File: config.mk
export PLATFORM = sky130hd
export DESIGN_NAME = backlight_fault_status_regs
export DESIGN_NICKNAME = d
export VERILOG_FILES = /design/src/verilog/fault_status_pkg.sv /design/src/verilog/backlight_fault_status_regs.sv
export VERILOG_INCLUDE_DIRS = /design/src /design/src/verilog
export SDC_FILE = /design/constraint.sdc
export NUM_CORES = 1
export LEC_CHECK = 0
export BUFFER_PORTS_ARGS = -buffer_cell sky130_fd_sc_hd__buf_2
export CAP_MARGIN = 20
export CELL_PAD_IN_SITES_DETAIL_PLACEMENT = 0
export CELL_PAD_IN_SITES_GLOBAL_PLACEMENT = 1
export CORE_AREA = 2 2 107 99
export DETAILED_ROUTE_END_ITERATION = 10
export DIE_AREA = 0 0 109 101
export PLACE_DENSITY_LB_ADDON = 0.1
export SETUP_SLACK_MARGIN = 0.05
export SLEW_MARGIN = 10
export SYNTH_ARGS = -nofsm -noshare
export SYNTH_HDL_FRONTEND = slang
export SYNTH_SLANG_ARGS = --single-unit
File: constraint.sdc
create_clock -name aclk -period 6.03 [get_ports aclk]
set_clock_uncertainty 0.1 [all_clocks]
set_input_delay 0.9045 -clock aclk [delete_from_list [all_inputs] [get_ports aclk]]
set_output_delay 0.9045 -clock aclk [all_outputs]
set_load 0.03 [all_outputs]
File: src/verilog/fault_status_defines.svh
// Offsets, field positions and reset values of the fault status registers
`ifndef FAULT_STATUS_DEFINES_SVH
`define FAULT_STATUS_DEFINES_SVH

// Printed offsets are not all multiples of four: they are word indexes
`define BOOST_REG_INDEX 8'h10
`define LED_REG_INDEX 8'h12
`define IRQ_ENABLE_INDEX 8'h13
`define BOOST_REG_ADDR 12'h040
`define LED_REG_ADDR 12'h048
`define IRQ_ENABLE_ADDR 12'h04c
`define BOOST_REG_RESET 16'h0000
`define LED_REG_RESET 16'h0000
`define IRQ_ENABLE_RESET 3'h7

// Boost flag and clear bit pairs
`define BOOST_THERMAL_BIT 15
`define BOOST_THERMAL_CLR 14
`define BOOST_CURSHORT_BIT 13
`define BOOST_CURSHORT_CLR 12
`define BOOST_STRRES_BIT 11
`define BOOST_STRRES_CLR 10
`define BOOST_MODERES_BIT 9
`define BOOST_MODERES_CLR 8
`define BOOST_FREQRES_BIT 7
`define BOOST_FREQRES_CLR 6
`define BOOST_OVERCUR_BIT 5
`define BOOST_OVERCUR_CLR 4
`define BOOST_OVHIGH_BIT 3
`define BOOST_OVHIGH_CLR 2
`define BOOST_OVLOW_BIT 1
`define BOOST_OVLOW_CLR 0
// LED pairs: time-out 14/13, string config 12/11, summary 10/9
`define LED_TIMEOUT_BIT 14
`define LED_TIMEOUT_CLR 13
`define LED_CONFIG_BIT 12
`define LED_CONFIG_CLR 11
`define LED_SUMMARY_BIT 10
`define LED_SUMMARY_CLR 9
`define LED_GROUND_BIT 8
`define LED_INTSHORT_BIT 7
`define LED_OPEN_BIT 6

// Interrupt enable field codes
`define IEN_WR_ENABLE 2'h3
`define IEN_WR_DISABLE 2'h1
`define IEN_RD_ENABLED 2'h2
`define IEN_RD_DISABLED 2'h0

`define AXI_RESP_OKAY 2'h0
`define AXI_RESP_SLVERR 2'h2

`endif

File: src/verilog/fault_status_pkg.sv
// Types shared by the fault status register bank
package fault_status_pkg;

    // Detector inputs, one level per fault source
    typedef struct packed {
        logic thermal_shutdown;
        logic current_resistor_short;
        logic string_resistor_missing;
        logic mode_resistor_missing;
        logic freq_resistor_missing;
        logic boost_overcurrent;
        logic boost_overvoltage_high;
        logic boost_overvoltage_low;
        logic serial_timeout;
        logic bad_string_config;
        logic string_ground_short;
        logic string_internal_short;
        logic string_open;
        logic [3:0] channel_fault;
    } fault_inputs_t;

    typedef enum logic [1:0] {
        RD_IDLE,
        RD_RESP
    } read_state_t;

endpackage
File: src/verilog/backlight_fault_status_regs.sv
// AXI4-Lite fault status register bank of an LED backlight driver
//
// Added by the designer: register access over AXI4-Lite.
`timescale 1ns/100ps
`include "fault_status_defines.svh"

// How it works
// - boost bit 15 thermal shutdown flag, cleared with bit 14.
// - boost bit 13 current resistor short flag, cleared with bit 12.
// - boost bit 11 string resistor missing flag, cleared with bit 10.
// - boost bit 9 mode resistor missing flag, cleared with bit 8.
// - boost bit 7 frequency resistor missing flag, cleared with bit 6.
// - boost bit 5 boost over-current flag, cleared with bit 4.
// - boost bit 3 over-voltage high flag, cleared with bit 2.
// - boost bit 1 over-voltage low flag, cleared with bit 0; no pin effect.
// - writing ones to flag and clear together clears flag and pin state.
// - LED bit 15 is reserved and reads zero.
// - LED bit 14 serial time-out flag, cleared with bit 13.
// - LED bit 12 bad string configuration flag, cleared with bit 11.
// - LED bit 10 summary of open or short faults, cleared with bit 9.
// - LED bit 8 ground short flag, cleared with the summary.
// - LED bit 7 internal short flag, cleared with the summary.
// - LED bit 6 open flag, cleared with the summary.
// - LED bits 3 to 0 read-only channel 4 to 1 fault flags.
// - boost status register resets to zero.
// - enable fields: write 3 enables, 1 disables; read 2 or 0.
module backlight_fault_status_regs
    import fault_status_pkg::*;
(
    input wire logic aclk, // Bus clock
    input wire logic aresetn, // Synchronous reset, active low
    input wire logic [11:0] s_axi_awaddr, // Write address
    input wire logic s_axi_awvalid, // Write address valid
    output logic s_axi_awready, // Write address ready
    input wire logic [31:0] s_axi_wdata, // Write data
    input wire logic [3:0] s_axi_wstrb, // Write byte strobes
    input wire logic s_axi_wvalid, // Write data valid
    output logic s_axi_wready, // Write data ready
    output logic [1:0] s_axi_bresp, // Write response
    output logic s_axi_bvalid, // Write response valid
    input wire logic s_axi_bready, // Write response ready
    input wire logic [11:0] s_axi_araddr, // Read address
    input wire logic s_axi_arvalid, // Read address valid
    output logic s_axi_arready, // Read address ready
    output logic [31:0] s_axi_rdata, // Read data
    output logic [1:0] s_axi_rresp, // Read response
    output logic s_axi_rvalid, // Read data valid
    input wire logic s_axi_rready, // Read data ready
    input wire fault_inputs_t fault_in, // Detector levels from analog side
    output logic fault_irq // Interrupt pin state, active high
);

    fault_inputs_t sync1_q;
    fault_inputs_t sync2_q;
    logic [7:0] boost_flag_q; // thermal on top, low over-voltage at 0
    logic [2:0] led_flag_q; // timeout, config, summary
    logic ground_q;
    logic intshort_q;
    logic open_q;
    logic [3:0] chan_q;
    logic [2:0] irq_en_q; // timeout, config, summary
    logic aw_hold_q;
    logic w_hold_q;
    logic [11:0] awaddr_q;
    logic [15:0] wdata_q;
    logic [1:0] wstrb_q;
    logic bvalid_q;
    logic [1:0] bresp_q;
    logic rvalid_q;
    logic [31:0] rdata_q;
    logic [1:0] rresp_q;
    logic do_write;
    logic ar_take;
    logic [15:0] wr16;
    logic [1:0] wr_lanes;
    logic boost_hit;
    logic led_hit;
    logic ien_hit;
    logic wr_mapped;
    logic [7:0] boost_set;
    logic [2:0] led_set;
    logic [7:0] boost_clr;
    logic [2:0] led_clr;
    logic irq_boost;
    logic irq_led;
    logic [15:0] boost_word;
    logic [15:0] led_word;

    // Register select by word index
    function automatic logic word_sel(input logic [11:0] addr, input logic [7:0] index);
        return addr[11:2] == {2'b00, index};
    endfunction

    // Both ones in a flag/clear pair within enabled lanes
    function automatic logic pair_clear(input logic [15:0] d, input logic [1:0] lanes, input int fb, input int cb);
        logic ok;
        ok = lanes[fb / 8] && lanes[cb / 8];
        return ok && d[fb] && d[cb];
    endfunction

    // Two-bit enable field update
    function automatic logic ien_next(input logic cur, input logic [1:0] code);
        logic n;
        n = cur;
        if (code == `IEN_WR_ENABLE) begin
            n = 1'b1;
        end else if (code == `IEN_WR_DISABLE) begin
            n = 1'b0;
        end
        return n;
    endfunction

    // Two-bit enable field read code
    function automatic logic [1:0] ien_rd(input logic en);
        logic [1:0] code;
        code = `IEN_RD_DISABLED;
        if (en) begin
            code = `IEN_RD_ENABLED;
        end
        return code;
    endfunction

    // Detector levels cross in from the analog side
    always_ff @(posedge aclk) begin
        if (!aresetn) begin
            sync1_q <= '0;
            sync2_q <= '0;
        end else begin
            sync1_q <= fault_in;
            sync2_q <= sync1_q;
        end
    end

    // Write address capture, either order with data
    always_ff @(posedge aclk) begin
        if (!aresetn) begin
            aw_hold_q <= 1'b0;
            awaddr_q <= '0;
        end else if (s_axi_awvalid && s_axi_awready) begin
            aw_hold_q <= 1'b1;
            awaddr_q <= s_axi_awaddr;
        end else if (do_write) begin
            aw_hold_q <= 1'b0;
        end
    end

    // Write data capture, only the low half is mapped
    always_ff @(posedge aclk) begin
        if (!aresetn) begin
            w_hold_q <= 1'b0;
            wdata_q <= '0;
            wstrb_q <= '0;
        end else if (s_axi_wvalid && s_axi_wready) begin
            w_hold_q <= 1'b1;
            wdata_q <= s_axi_wdata[15:0];
            wstrb_q <= s_axi_wstrb[1:0];
        end else if (do_write) begin
            w_hold_q <= 1'b0;
        end
    end

    assign s_axi_awready = !aw_hold_q && !bvalid_q;
    assign s_axi_wready = !w_hold_q && !bvalid_q;
    assign do_write = aw_hold_q && w_hold_q && !bvalid_q;
    assign wr16 = wdata_q;
    assign wr_lanes = wstrb_q;
    assign boost_hit = do_write && word_sel(awaddr_q, `BOOST_REG_INDEX);
    assign led_hit = do_write && word_sel(awaddr_q, `LED_REG_INDEX);
    assign ien_hit = do_write && word_sel(awaddr_q, `IRQ_ENABLE_INDEX);
    assign wr_mapped = boost_hit || led_hit || ien_hit;

    always_comb begin
        // needs both bits of the pair
        boost_clr[7] = boost_hit && pair_clear(wr16, wr_lanes, `BOOST_THERMAL_BIT, `BOOST_THERMAL_CLR);
        boost_clr[6] = boost_hit && pair_clear(wr16, wr_lanes, `BOOST_CURSHORT_BIT, `BOOST_CURSHORT_CLR);
        boost_clr[5] = boost_hit && pair_clear(wr16, wr_lanes, `BOOST_STRRES_BIT, `BOOST_STRRES_CLR);
        boost_clr[4] = boost_hit && pair_clear(wr16, wr_lanes, `BOOST_MODERES_BIT, `BOOST_MODERES_CLR);
        boost_clr[3] = boost_hit && pair_clear(wr16, wr_lanes, `BOOST_FREQRES_BIT, `BOOST_FREQRES_CLR);
        boost_clr[2] = boost_hit && pair_clear(wr16, wr_lanes, `BOOST_OVERCUR_BIT, `BOOST_OVERCUR_CLR);
        boost_clr[1] = boost_hit && pair_clear(wr16, wr_lanes, `BOOST_OVHIGH_BIT, `BOOST_OVHIGH_CLR);
        boost_clr[0] = boost_hit && pair_clear(wr16, wr_lanes, `BOOST_OVLOW_BIT, `BOOST_OVLOW_CLR);
        led_clr[2] = led_hit && pair_clear(wr16, wr_lanes, `LED_TIMEOUT_BIT, `LED_TIMEOUT_CLR);
        led_clr[1] = led_hit && pair_clear(wr16, wr_lanes, `LED_CONFIG_BIT, `LED_CONFIG_CLR);
        led_clr[0] = led_hit && pair_clear(wr16, wr_lanes, `LED_SUMMARY_BIT, `LED_SUMMARY_CLR);
    end

    // Detector levels in flag order
    always_comb begin
        boost_set[7] = sync2_q.thermal_shutdown;
        boost_set[6] = sync2_q.current_resistor_short;
        boost_set[5] = sync2_q.string_resistor_missing;
        boost_set[4] = sync2_q.mode_resistor_missing;
        boost_set[3] = sync2_q.freq_resistor_missing;
        boost_set[2] = sync2_q.boost_overcurrent;
        boost_set[1] = sync2_q.boost_overvoltage_high;
        boost_set[0] = sync2_q.boost_overvoltage_low;
        led_set[2] = sync2_q.serial_timeout;
        led_set[1] = sync2_q.bad_string_config;
        led_set[0] = sync2_q.string_ground_short || sync2_q.string_internal_short || sync2_q.string_open;
    end

    always_ff @(posedge aclk) begin
        if (!aresetn) begin
            boost_flag_q <= '0;
        end else begin
            boost_flag_q <= (boost_flag_q & ~boost_clr) | boost_set;
        end
    end

    always_ff @(posedge aclk) begin
        if (!aresetn) begin
            led_flag_q <= '0;
        end else begin
            led_flag_q <= (led_flag_q & ~led_clr) | led_set;
        end
    end

    always_ff @(posedge aclk) begin
        if (!aresetn) begin
            ground_q <= 1'b0;
        end else begin
            ground_q <= (ground_q && !led_clr[0]) || sync2_q.string_ground_short;
        end
    end

    always_ff @(posedge aclk) begin
        if (!aresetn) begin
            intshort_q <= 1'b0;
        end else begin
            intshort_q <= (intshort_q && !led_clr[0]) || sync2_q.string_internal_short;
        end
    end

    always_ff @(posedge aclk) begin
        if (!aresetn) begin
            open_q <= 1'b0;
        end else begin
            open_q <= (open_q && !led_clr[0]) || sync2_q.string_open;
        end
    end

    // channel flags follow the channel detectors
    always_ff @(posedge aclk) begin
        if (!aresetn) begin
            chan_q <= '0;
        end else begin
            chan_q <= sync2_q.channel_fault;
        end
    end

    // enable fields: summary 1:0, config 3:2, timeout 5:4
    always_ff @(posedge aclk) begin
        if (!aresetn) begin
            irq_en_q <= `IRQ_ENABLE_RESET;
        end else if (ien_hit && wstrb_q[0]) begin
            irq_en_q[0] <= ien_next(irq_en_q[0], wr16[1:0]);
            irq_en_q[1] <= ien_next(irq_en_q[1], wr16[3:2]);
            irq_en_q[2] <= ien_next(irq_en_q[2], wr16[5:4]);
        end
    end

    // Pin sources
    always_comb begin
        irq_boost = |boost_flag_q[7:1];
        irq_led = (led_flag_q[2] && irq_en_q[2]) || (led_flag_q[1] && irq_en_q[1]) ||
            (led_flag_q[0] && irq_en_q[0]);
    end

    always_ff @(posedge aclk) begin
        if (!aresetn) begin
            fault_irq <= 1'b0;
        end else begin
            fault_irq <= irq_boost || irq_led;
        end
    end

    // reserved bits read zero; clear bits read zero
    always_comb begin
        boost_word = '0;
        boost_word[`BOOST_THERMAL_BIT] = boost_flag_q[7];
        boost_word[`BOOST_CURSHORT_BIT] = boost_flag_q[6];
        boost_word[`BOOST_STRRES_BIT] = boost_flag_q[5];
        boost_word[`BOOST_MODERES_BIT] = boost_flag_q[4];
        boost_word[`BOOST_FREQRES_BIT] = boost_flag_q[3];
        boost_word[`BOOST_OVERCUR_BIT] = boost_flag_q[2];
        boost_word[`BOOST_OVHIGH_BIT] = boost_flag_q[1];
        boost_word[`BOOST_OVLOW_BIT] = boost_flag_q[0];
        led_word = '0;
        led_word[`LED_TIMEOUT_BIT] = led_flag_q[2];
        led_word[`LED_CONFIG_BIT] = led_flag_q[1];
        led_word[`LED_SUMMARY_BIT] = led_flag_q[0];
        led_word[`LED_GROUND_BIT] = ground_q;
        led_word[`LED_INTSHORT_BIT] = intshort_q;
        led_word[`LED_OPEN_BIT] = open_q;
        led_word[3:0] = chan_q;
    end

    // Write response valid, held until taken
    always_ff @(posedge aclk) begin
        if (!aresetn) begin
            bvalid_q <= 1'b0;
        end else if (do_write) begin
            bvalid_q <= 1'b1;
        end else if (s_axi_bready) begin
            bvalid_q <= 1'b0;
        end
    end

    // Write response code
    always_ff @(posedge aclk) begin
        if (!aresetn) begin
            bresp_q <= `AXI_RESP_OKAY;
        end else if (do_write) begin
            bresp_q <= wr_mapped ? `AXI_RESP_OKAY : `AXI_RESP_SLVERR;
        end
    end

    assign ar_take = s_axi_arvalid && s_axi_arready;

    // Read valid, one cycle after address
    always_ff @(posedge aclk) begin
        if (!aresetn) begin
            rvalid_q <= 1'b0;
        end else if (ar_take) begin
            rvalid_q <= 1'b1;
        end else if (s_axi_rready) begin
            rvalid_q <= 1'b0;
        end
    end

    // Read data and code, captured with the address
    always_ff @(posedge aclk) begin
        if (!aresetn) begin
            rdata_q <= '0;
            rresp_q <= `AXI_RESP_OKAY;
        end else if (ar_take) begin
            rresp_q <= `AXI_RESP_OKAY;
            if (word_sel(s_axi_araddr, `BOOST_REG_INDEX)) begin
                rdata_q <= {16'h0000, boost_word};
            end else if (word_sel(s_axi_araddr, `LED_REG_INDEX)) begin
                rdata_q <= {16'h0000, led_word};
            end else if (word_sel(s_axi_araddr, `IRQ_ENABLE_INDEX)) begin
                rdata_q <= {26'h0000000, ien_rd(irq_en_q[2]), ien_rd(irq_en_q[1]), ien_rd(irq_en_q[0])};
            end else begin
                rdata_q <= '0;
                rresp_q <= `AXI_RESP_SLVERR;
            end
        end
    end

    assign s_axi_arready = !rvalid_q;
    assign s_axi_bvalid = bvalid_q;
    assign s_axi_bresp = bresp_q;
    assign s_axi_rvalid = rvalid_q;
    assign s_axi_rdata = rdata_q;
    assign s_axi_rresp = rresp_q;

endmodule

==> impl_metrics.py, run 1 <==
metrics = {
    "run_status": {
        "outcome": "completed",
    },
    "sta": {
        "finalSetupTns_ps": 0,
        "setup_viol": 0,
        "worstMarginPinSlew_ps": 1090,
        "maxSlewViolCount": 0,
        "final.min_clock_period_ps": 2700,
        "fin_ws_ps": 3330,
        "slew-limit-headroom": 0.266,
        "fin_crit_sh": 0.449,
        "hold_viol": 0,
        "rsz0062_at_grt": "false",
        "max_freq_ghz": 0.370,
    },
    "clocking": {
        "cts_buffers": 9,
        "cts_tree": "built",
        "cts_hold_buf": 0,
        "clock_latency_ps": 370,
        "postCtsSetupBuffers": 0,
        "cts-root-buf": "clkbuf_8",
        "htreeDepth": 3,
        "post_cts_resize_count": 0,
        "cts_sinks": 105,
        "cts_buffer_depth": 2,
        "clk_pin_slew_ps": 100,
    },
    "global_routing": {
        "grt_max_degree": 59,
        "grt_pass1_vias": 2587,
        "grt_pass1_wl_mm": 12.7,
        "gr-usage-all-layers": 0.151,
        "antenna_found_initial": 0,
        "grt-ovfl-total": 0,
    },
    "placement": {
        "dp_cells": 599,
        "gp_congestion": 0.817,
        "place_hpwl_mm": 5.79,
        "place_ws_ps": 2880,
        "place_area_um2": 4320,
        "port_buffers": 84,
    },
    "logic_synthesis": {
        "yosysSeqAreaShare": 0.541,
        "yosysWarnings": 0,
        "synth-edff-count": 0,
        "yosysTopAreaCellShare": 0.541,
        "ys_top_cells_by_count": "dfxtp_1, nand2_1, a21oi_1, and2_1, nor2_1",
        "postSynthAreaPerCell_um2": 9.47,
        "synth_area_leader_cell": "dfxtp_1",
        "ys_types": 38,
        "syn_inst": 410,
        "synthFlopType": "dfxtp_1",
        "asyncSetResetFlopFracSynth": 0,
        "synth_area_um2": 3880,
        "synth_area_leaders": "dfxtp_1, and2_1, nand2_1, a21oi_1, buf_4",
        "yosysMostFrequentCell": "dfxtp_1",
        "ys_ff_latch": 105,
    },
    "power_and_ir_drop": {
        "vdd_drop_max_uv": 141,
        "cellPowerDensity_nw_per_um2": 307,
        "p_leak_nw": 1.86,
    },
    "worst_setup_path": {
        "required_ps": 6180,
        "cp_top_family": "buffers and inverters",
        "cp.depth": 5,
        "crit_chain": "buf_2, clkinv_1, buf_4, nor2_1, mux2i_1",
        "critPathMaxStageDelay_ps": 630,
        "ff2ff_path_depth": 3,
        "worstSetupEndpointType": "register",
        "path_buf_inv": 3,
        "critical_path.slowest_cell": "buf_2",
        "cp-start-kind": "input port",
        "cp_max_fo": 58,
        "crit_type": "in -> reg",
        "critPathArrivalTime_ps": 2850,
    },
    "route": {
        "detailedRoute.firstPassIterationCount": 4,
        "wl_per_cell_um": 13.2,
        "wl_mm": 8.10,
        "via_count": 2920,
        "drc": 0,
        "viasPerCell": 4.74,
        "drtIter0Drc": 81,
        "ant_nets": 0,
    },
    "cells_and_area": {
        "drive_gt1_frac": 0.238,
        "synthToLayoutAreaGrowth_pct": 17.9,
        "design_area_um2": 4580,
        "nets": 566,
        "n_antenna_cell": 0,
        "instances_no_fill": 616,
    },
    "floorplan": {
        "ioPinCount": 126,
        "dieWidth_um": 109,
        "core_area_um2": 9940,
        "die_h_um": 101,
        "start_util": 0.391,
        "num_rows": 35,
        "dieArea_um2": 11000,
    },
    "min_path": {
        "holdPathStages": 1,
        "hp-class": "reg -> reg",
    },
    "run": {
        "max_cap_violations": 0,
    },
}
## area by class of cell
cell class / instances / area (um^2)
fillers: 1004 / 5360
flip-flops and latches: 105 / 2100
multi-input cells: 275 / 1610
repair buffers: 86 / 435
well taps: 129 / 161
clock inverters: 7 / 126
clock buffers: 9 / 124
inverters: 5 / 18.8
## stage by stage
stage                     utilization  power [mW]  hold WS (ps)
after CTS                       0.460        1.43           340
after global placement          0.435       0.895           314
after floorplan                     -       0.862           312
final                           0.461        1.41           335
after detailed placement        0.435       0.898           317
after global routing            0.461        1.47           363
## power by group
group	switching, mW	leakage [nW]	internal [mW]
clock network	0.246	0.122	0.281
logic	0.0805	0.876	0.0513
registers	0.0228	0.862	0.726
## cell usage in the layout, fill, tap and decap left out, drive strengths merged
cell type / n
clkinvlp: 1
a21oi: 39
or4b: 1
or4: 3
clkbuf: 9
nand3: 3
dfxtp: 105
o221a: 9
a22oi: 3
nand2b: 4
clkinv: 2
a2111oi: 1
or3b: 3
inv: 6
and2: 39
nor3b: 3
nor3: 6
a222oi: 1
nor4b: 2
o21ai: 6
nand4: 15
mux2: 3
o31ai: 3
conb: 19
and4bb: 1
nor4: 6
o41ai: 1
buf: 86
a211oi: 1
a31oi: 2
nand3b: 10
mux2i: 13
bufinv: 3
nor2: 24
nor2b: 1
nand2: 53
## flip-flops by register name, indices dropped and copies added (netlist names), 2 cells and up
register,count
sync1_q,17
wdata_q,16
s_axi_rdata,15
awaddr_q,10
boost_flag_q,8
boost_set,8
sync2_q,7
chan_q,4
irq_en_q,3
led_flag_q,3
led_set,2
wr_lanes,2
## worst reg2reg max path, cell delays in order, from the launching register on
cell and delay, ps:
dfxtp_1 320, or4_1 700, or4_4 620, o221a_1 250
## worst paths after layout
kind         slack (ps)         from              end
min reg2reg         330   sync1_q[1]       sync2_q[1]
max                3330      aresetn      irq_en_q[1]
max reg2reg        3940  awaddr_q[7]  boost_flag_q[1]
min                 330   sync1_q[1]       sync2_q[1]
## cells by family after synthesis
logic type / share of synthesized area
other: 0.000966
DFF: 0.541
muxes: 0.0422
and+or+nand+nor: 0.242
AOI/OAI and AO/OA: 0.108
buffers and inverters: 0.0657
## per-layer routing
layer | track usage | vias to the layer above | wire [um]
met4 | 0.0444 | 0 | 106
met1 | 0.206 | 1318 | 4060
met3 | 0.0517 | 10 | 442
met2 | 0.226 | 71 | 3490
met5 | 0 | - | 0
li1 | - | 1521 | -
No activity file was read; power rests on OpenSTA's default activity.
==> run 2, diff against run 1 <==
--- a/config.mk
+++ b/config.mk
@@ -10,9 +10,9 @@
 export CAP_MARGIN = 20
 export CELL_PAD_IN_SITES_DETAIL_PLACEMENT = 0
 export CELL_PAD_IN_SITES_GLOBAL_PLACEMENT = 1
-export CORE_AREA = 2 2 107 99
+export CORE_AREA = 2 2 111 103
 export DETAILED_ROUTE_END_ITERATION = 10
-export DIE_AREA = 0 0 109 101
+export DIE_AREA = 0 0 113 105
 export PLACE_DENSITY_LB_ADDON = 0.1
 export SETUP_SLACK_MARGIN = 0.05
 export SLEW_MARGIN = 10
==> constraint.sdc (replaced) <==
create_clock -name aclk -period 2.53 [get_ports aclk]
set_clock_uncertainty 0.1 [all_clocks]
set_input_delay 0.3795 -clock aclk [delete_from_list [all_inputs] [get_ports aclk]]
set_output_delay 0.3795 -clock aclk [all_outputs]
set_load 0.03 [all_outputs]
==> run 2 against run 1 <==
The run now ends with design-rule violations left; worst hold slack worse by 200 ps; count of clock-buffer cells in the layout unchanged; non-clock buffer count up 5; utilization down 2.2 points; register-to-register slack worse by 3500 ps; routed wire length up 3.0%; worst setup slack worse by 2800 ps; first-iteration DRC count up 70%; via count up 0.27%; final cell count up 1.5%; die area up 7.8%.
==> impl_metrics.py, run 2 (synthesis gave the netlist of run 1 again) <==
metrics = {
    "clocking": {
        "clk_pin_slew_ps": 70,
        "cts_buffer_depth": 2,
        "cts_tree": "built",
        "cts_sinks": 105,
        "cts_hold_buf": 0,
        "post_cts_resize_count": 0,
        "htreeDepth": 3,
        "cts_buffers": 9,
        "clock_latency_ps": 340,
        "postCtsSetupBuffers": 0,
        "cts-root-buf": "clkbuf_16",
    },
    "placement": {
        "place_ws_ps": 490,
        "dp_cells": 609,
        "place_hpwl_mm": 6.11,
        "place_area_um2": 4370,
        "gp_congestion": 0.798,
        "port_buffers": 84,
    },
    "global_routing": {
        "grt-ovfl-total": 0,
        "gr-usage-all-layers": 0.143,
        "grt_pass1_wl_mm": 13.6,
        "grt_max_degree": 53,
        "antenna_found_initial": 0,
        "grt_pass1_vias": 2794,
    },
    "run_status": {
        "violations": "design-rule violations",
        "outcome": "complete, but fails checks",
    },
    "cells_and_area": {
        "layout_commonest_cell": "dfxtp_1",
        "n_antenna_cell": 0,
        "final_cell_mix": "dfxtp_1, buf_2, nand2_1",
        "nets": 571,
        "drive_gt1_frac": 0.246,
        "instances_no_fill": 625,
        "top_register": "sync1_q",
        "design_area_um2": 4660,
        "synthToLayoutAreaGrowth_pct": 19.9,
        "largest_reg_flops": 17,
        "fin_util": 0.438,
    },
    "sta": {
        "fin_ws_ps": 486,
        "setup_viol": 0,
        "max_freq_ghz": 0.489,
        "maxSlewViolCount": 0,
        "worstMarginPinSlew_ps": 732,
        "finalSetupTns_ps": 0,
        "fin_crit_sh": 0.808,
        "hold_ws_ps": 137,
        "final.min_clock_period_ps": 2040,
        "slew-limit-headroom": 0.505,
        "rsz0062_at_grt": "false",
        "hold_viol": 0,
    },
    "route": {
        "ant_nets": 0,
        "drtIter0Drc": 138,
        "drc": 7,
        "viasPerCell": 4.68,
        "wl_mm": 8.34,
        "detailedRoute.firstPassIterationCount": 7,
        "wl_per_cell_um": 13.3,
        "via_count": 2928,
    },
    "worst_setup_path": {
        "cp_max_fo": 8,
        "critical_path.slowest_cell": "or4_1",
        "path_buf_inv": 0,
        "crit_chain": "or4_1, or4_4, o221a_1",
        "critPathArrivalTime_ps": 2180,
        "crit_type": "reg -> reg",
        "cp_top_family": "simple AND/OR/NAND/NOR gates",
        "critPathMaxStageDelay_ps": 690,
        "required_ps": 2660,
        "cp-start-kind": "register",
        "worstSetupEndpointType": "register",
    },
    "run": {
        "max_cap_violations": 0,
    },
    "floorplan": {
        "die_h_um": 105,
        "core_area_um2": 10600,
        "num_rows": 36,
        "dieWidth_um": 113,
        "dieArea_um2": 11900,
        "start_util": 0.365,
        "ioPinCount": 126,
    },
    "min_path": {
        "hp-class": "in -> reg",
    },
    "power_and_ir_drop": {
        "power_mw": 3.44,
        "vdd_drop_max_uv": 279,
        "p_leak_nw": 1.90,
        "cellPowerDensity_nw_per_um2": 738,
    },
}
-- run 2: changes by cell type in the layout (fill, tap and decap cells not counted) --
cell	delta
buf_4	+5
bufinv_16	-3
clkbuf_16	+9
clkbuf_8	-9
clkinv_2	+1
inv_6	+1
inv_8	+1
-- run 2: power breakdown --
group	switching (mW)	internal [mW]	total (mW)
Sequential	0.0559	1.73	1.79
Clock	0.645	0.688	1.33
Combinational	0.191	0.126	0.318
Total	0.892	2.55	3.44
-- run 2: per-layer routing --
metal  track usage  up-vias  routed length (um)
met1         0.197     1309                4000
met4        0.0557        0                  83
met3        0.0354        5                 442
li1              -     1525                   -
met5             0        -                   0
met2         0.216       89                3810
-- run 2: area by class of cell --
cell class	count	area, um^2
multi-input cells	275	1610
fillers	1063	5970
clock buffers	9	225
inverters	5	18.8
repair buffers	91	473
flip-flops and latches	105	2100
clock inverters	7	61.3
well taps	133	166
-- run 2: worst paths after layout --
check             cells past startpoint              end  slack [ps]    startpoint
setup / recovery                      3  boost_flag_q[2]         490   awaddr_q[7]
hold / removal                        2      sync1_q[16]         140  fault_in[16]
setup reg to reg                      3  boost_flag_q[2]         490   awaddr_q[7]
hold reg to reg                       1       sync2_q[1]         330    sync1_q[1]
==> run 3, diff against run 2 <==
--- a/config.mk
+++ b/config.mk
@@ -10,9 +10,9 @@
 export CAP_MARGIN = 20
 export CELL_PAD_IN_SITES_DETAIL_PLACEMENT = 0
 export CELL_PAD_IN_SITES_GLOBAL_PLACEMENT = 1
-export CORE_AREA = 2 2 111 103
+export CORE_AREA = 2 2 118 108
 export DETAILED_ROUTE_END_ITERATION = 10
-export DIE_AREA = 0 0 113 105
+export DIE_AREA = 0 0 120 110
 export PLACE_DENSITY_LB_ADDON = 0.1
 export SETUP_SLACK_MARGIN = 0.05
 export SLEW_MARGIN = 10
==> constraint.sdc (replaced) <==
create_clock -name aclk -period 1.7 [get_ports aclk]
set_clock_uncertainty 0.1 [all_clocks]
set_input_delay 0.255 -clock aclk [delete_from_list [all_inputs] [get_ports aclk]]
set_output_delay 0.255 -clock aclk [all_outputs]
set_load 0.03 [all_outputs]
==> run 3 against run 2 <==
The flow finishes with violations (negative setup slack); maximum frequency is 9.0% higher; design area increased by 7.4%; critical path depth unchanged; worst hold slack worse by 120 ps; global-route usage barely moved; sequential power grew 48%; final cell count grew 7.7%; via count up 4.0%; non-clock buffer count is 21 higher; die area is 11% higher; critical endpoint unchanged; largest cell class unchanged; largest power group unchanged.
==> impl_metrics.py, run 3 (synthesis gave the netlist of run 1 again) <==
metrics = {
    "clocking": {
        "cts_tree": "built",
        "cts_buffers": 9,
        "cts_hold_buf": 0,
        "clk_pin_slew_ps": 70,
        "clock_latency_ps": 340,
        "cts_sinks": 105,
        "cts_buffer_depth": 2,
        "htreeDepth": 3,
        "cts-root-buf": "clkbuf_16",
    },
    "placement": {
        "port_buffers": 84,
        "place_hpwl_mm": 6.67,
        "place_ws_ps": -219,
        "dp_cells": 656,
        "gp_congestion": 0.771,
    },
    "run": {
        "max_cap_violations": 0,
    },
    "sta": {
        "hold_viol": 0,
        "setup_viol": 12,
        "rsz0062_at_grt": "true",
        "final.min_clock_period_ps": 1880,
        "max_freq_ghz": 0.533,
        "fin_ws_ps": -176,
        "maxSlewViolCount": 0,
        "fin_crit_sh": 1.10,
    },
    "cells_and_area": {
        "multi_input_area_um2": 1740,
        "final_cell_mix": "dfxtp_1, buf_2, nand2_1",
        "layout_commonest_cell": "dfxtp_1",
        "seqCellArea_um2": 2110,
        "drive_gt1_frac": 0.310,
        "top_register": "sync1_q",
        "fillers": 1212,
        "nets": 592,
        "n_antenna_cell": 0,
        "instances_no_fill": 673,
        "largest_reg_flops": 17,
        "synthToLayoutAreaGrowth_pct": 28.8,
    },
    "route": {
        "ant_nets": 0,
        "wl_mm": 9.06,
        "wl_per_cell_um": 13.5,
        "drc": 0,
        "detailedRoute.firstPassIterationCount": 4,
        "via_count": 3045,
        "drtIter0Drc": 130,
        "viasPerCell": 4.52,
    },
    "min_path": {
        "hp-class": "in -> reg",
    },
    "run_status": {
        "violations": "negative setup slack",
        "outcome": "complete, but fails checks",
    },
    "power_and_ir_drop": {
        "cellPowerDensity_nw_per_um2": 1040,
        "vdd_drop_max_uv": 585,
        "p_leak_nw": 2.05,
        "power_mw": 5.18,
    },
    "worst_setup_path": {
        "cp-start-kind": "register",
        "cp_max_fo": 4,
        "critPathArrivalTime_ps": 2000,
        "crit_type": "reg -> reg",
        "worstSetupEndpointType": "register",
        "required_ps": 1830,
        "critical_path.slowest_cell": "or4b_4",
        "crit_chain": "or4b_4, or4_4, o221a_1",
        "critPathMaxStageDelay_ps": 580,
    },
    "floorplan": {
        "dieArea_um2": 13200,
        "ioPinCount": 126,
        "start_util": 0.325,
        "num_rows": 38,
        "dieWidth_um": 120,
        "die_h_um": 110,
        "core_area_um2": 11900,
    },
    "global_routing": {
        "grt_pass1_wl_mm": 14.9,
        "grt-ovfl-total": 0,
        "grt_pass1_vias": 2936,
        "antenna_found_initial": 0,
        "grt_max_degree": 44,
        "gr-usage-all-layers": 0.143,
    },
}
-- run 3: power breakdown --
group	internal, mW	switching (mW)
sequential	2.58	0.0722
clock	1.01	0.931
combinational	0.251	0.343
-- run 3: area by class of cell --
type,instances,area share
Sequential cell,105,0.421
Multi-Input combinational cell,275,0.347
Timing Repair Buffer,112,0.132
Clock buffer,9,0.0450
Tap cell,160,0.0400
Clock inverter,7,0.0108
Inverter,5,0.00375
-- run 3: final timing paths --
check | depth (start not counted) | endpoint | start | slack, ps
worst max register to register | 3 | boost_flag_q[2] | awaddr_q[4] | -180
worst min-delay path | 2 | sync1_q[7] | fault_in[7] | 10
worst max-delay path | 3 | boost_flag_q[2] | awaddr_q[4] | -180
worst min register to register | 1 | sync2_q[2] | sync1_q[2] | 330
-- run 3: critical path, delay by kind of cell (launching register included) --
| kind | cells | cell delay [ps] |
|---|---|---|
| and+or+nand+nor | 2 | 1110 |
| AOI/OAI and AO/OA | 1 | 240 |
| DFF | 1 | 310 |
-- run 3: stage by stage --
| stage | setup TNS (ps) | utilization | instance area, um^2 | hold WS (ps) |
|---|---|---|---|---|
| 4_1_cts | -1330 | 0.417 | 4970 | 2.98 |
| 2_1_floorplan | -1220 | - | 3980 | 282 |
| 3_3_place_gp | -2880 | 0.383 | 4570 | 314 |
| 5_1_grt | -2040 | 0.419 | 5000 | 10.6 |
| 3_5_place_dp | -3140 | 0.383 | 4570 | 318 |
| 6_report | -1510 | 0.419 | 5000 | 14.7 |
-- run 3: per-layer routing --
metal	routed length [um]	part of all wire	GRT usage
met4	82	0.0091	0.0454
met5	0	0	0
met3	430	0.047	0.0324
met1	4600	0.51	0.200
met2	3950	0.44	0.221
-- run 3: what timing repair did --
| item | 4_1_cts | 5_1_grt |
|---|---|---|
| gates resized for setup | 22 | 7 |
| pin swaps | 3 | 5 |
| setup endpoints to repair | 18 | 29 |
| setup buffers | 0 | 1 |
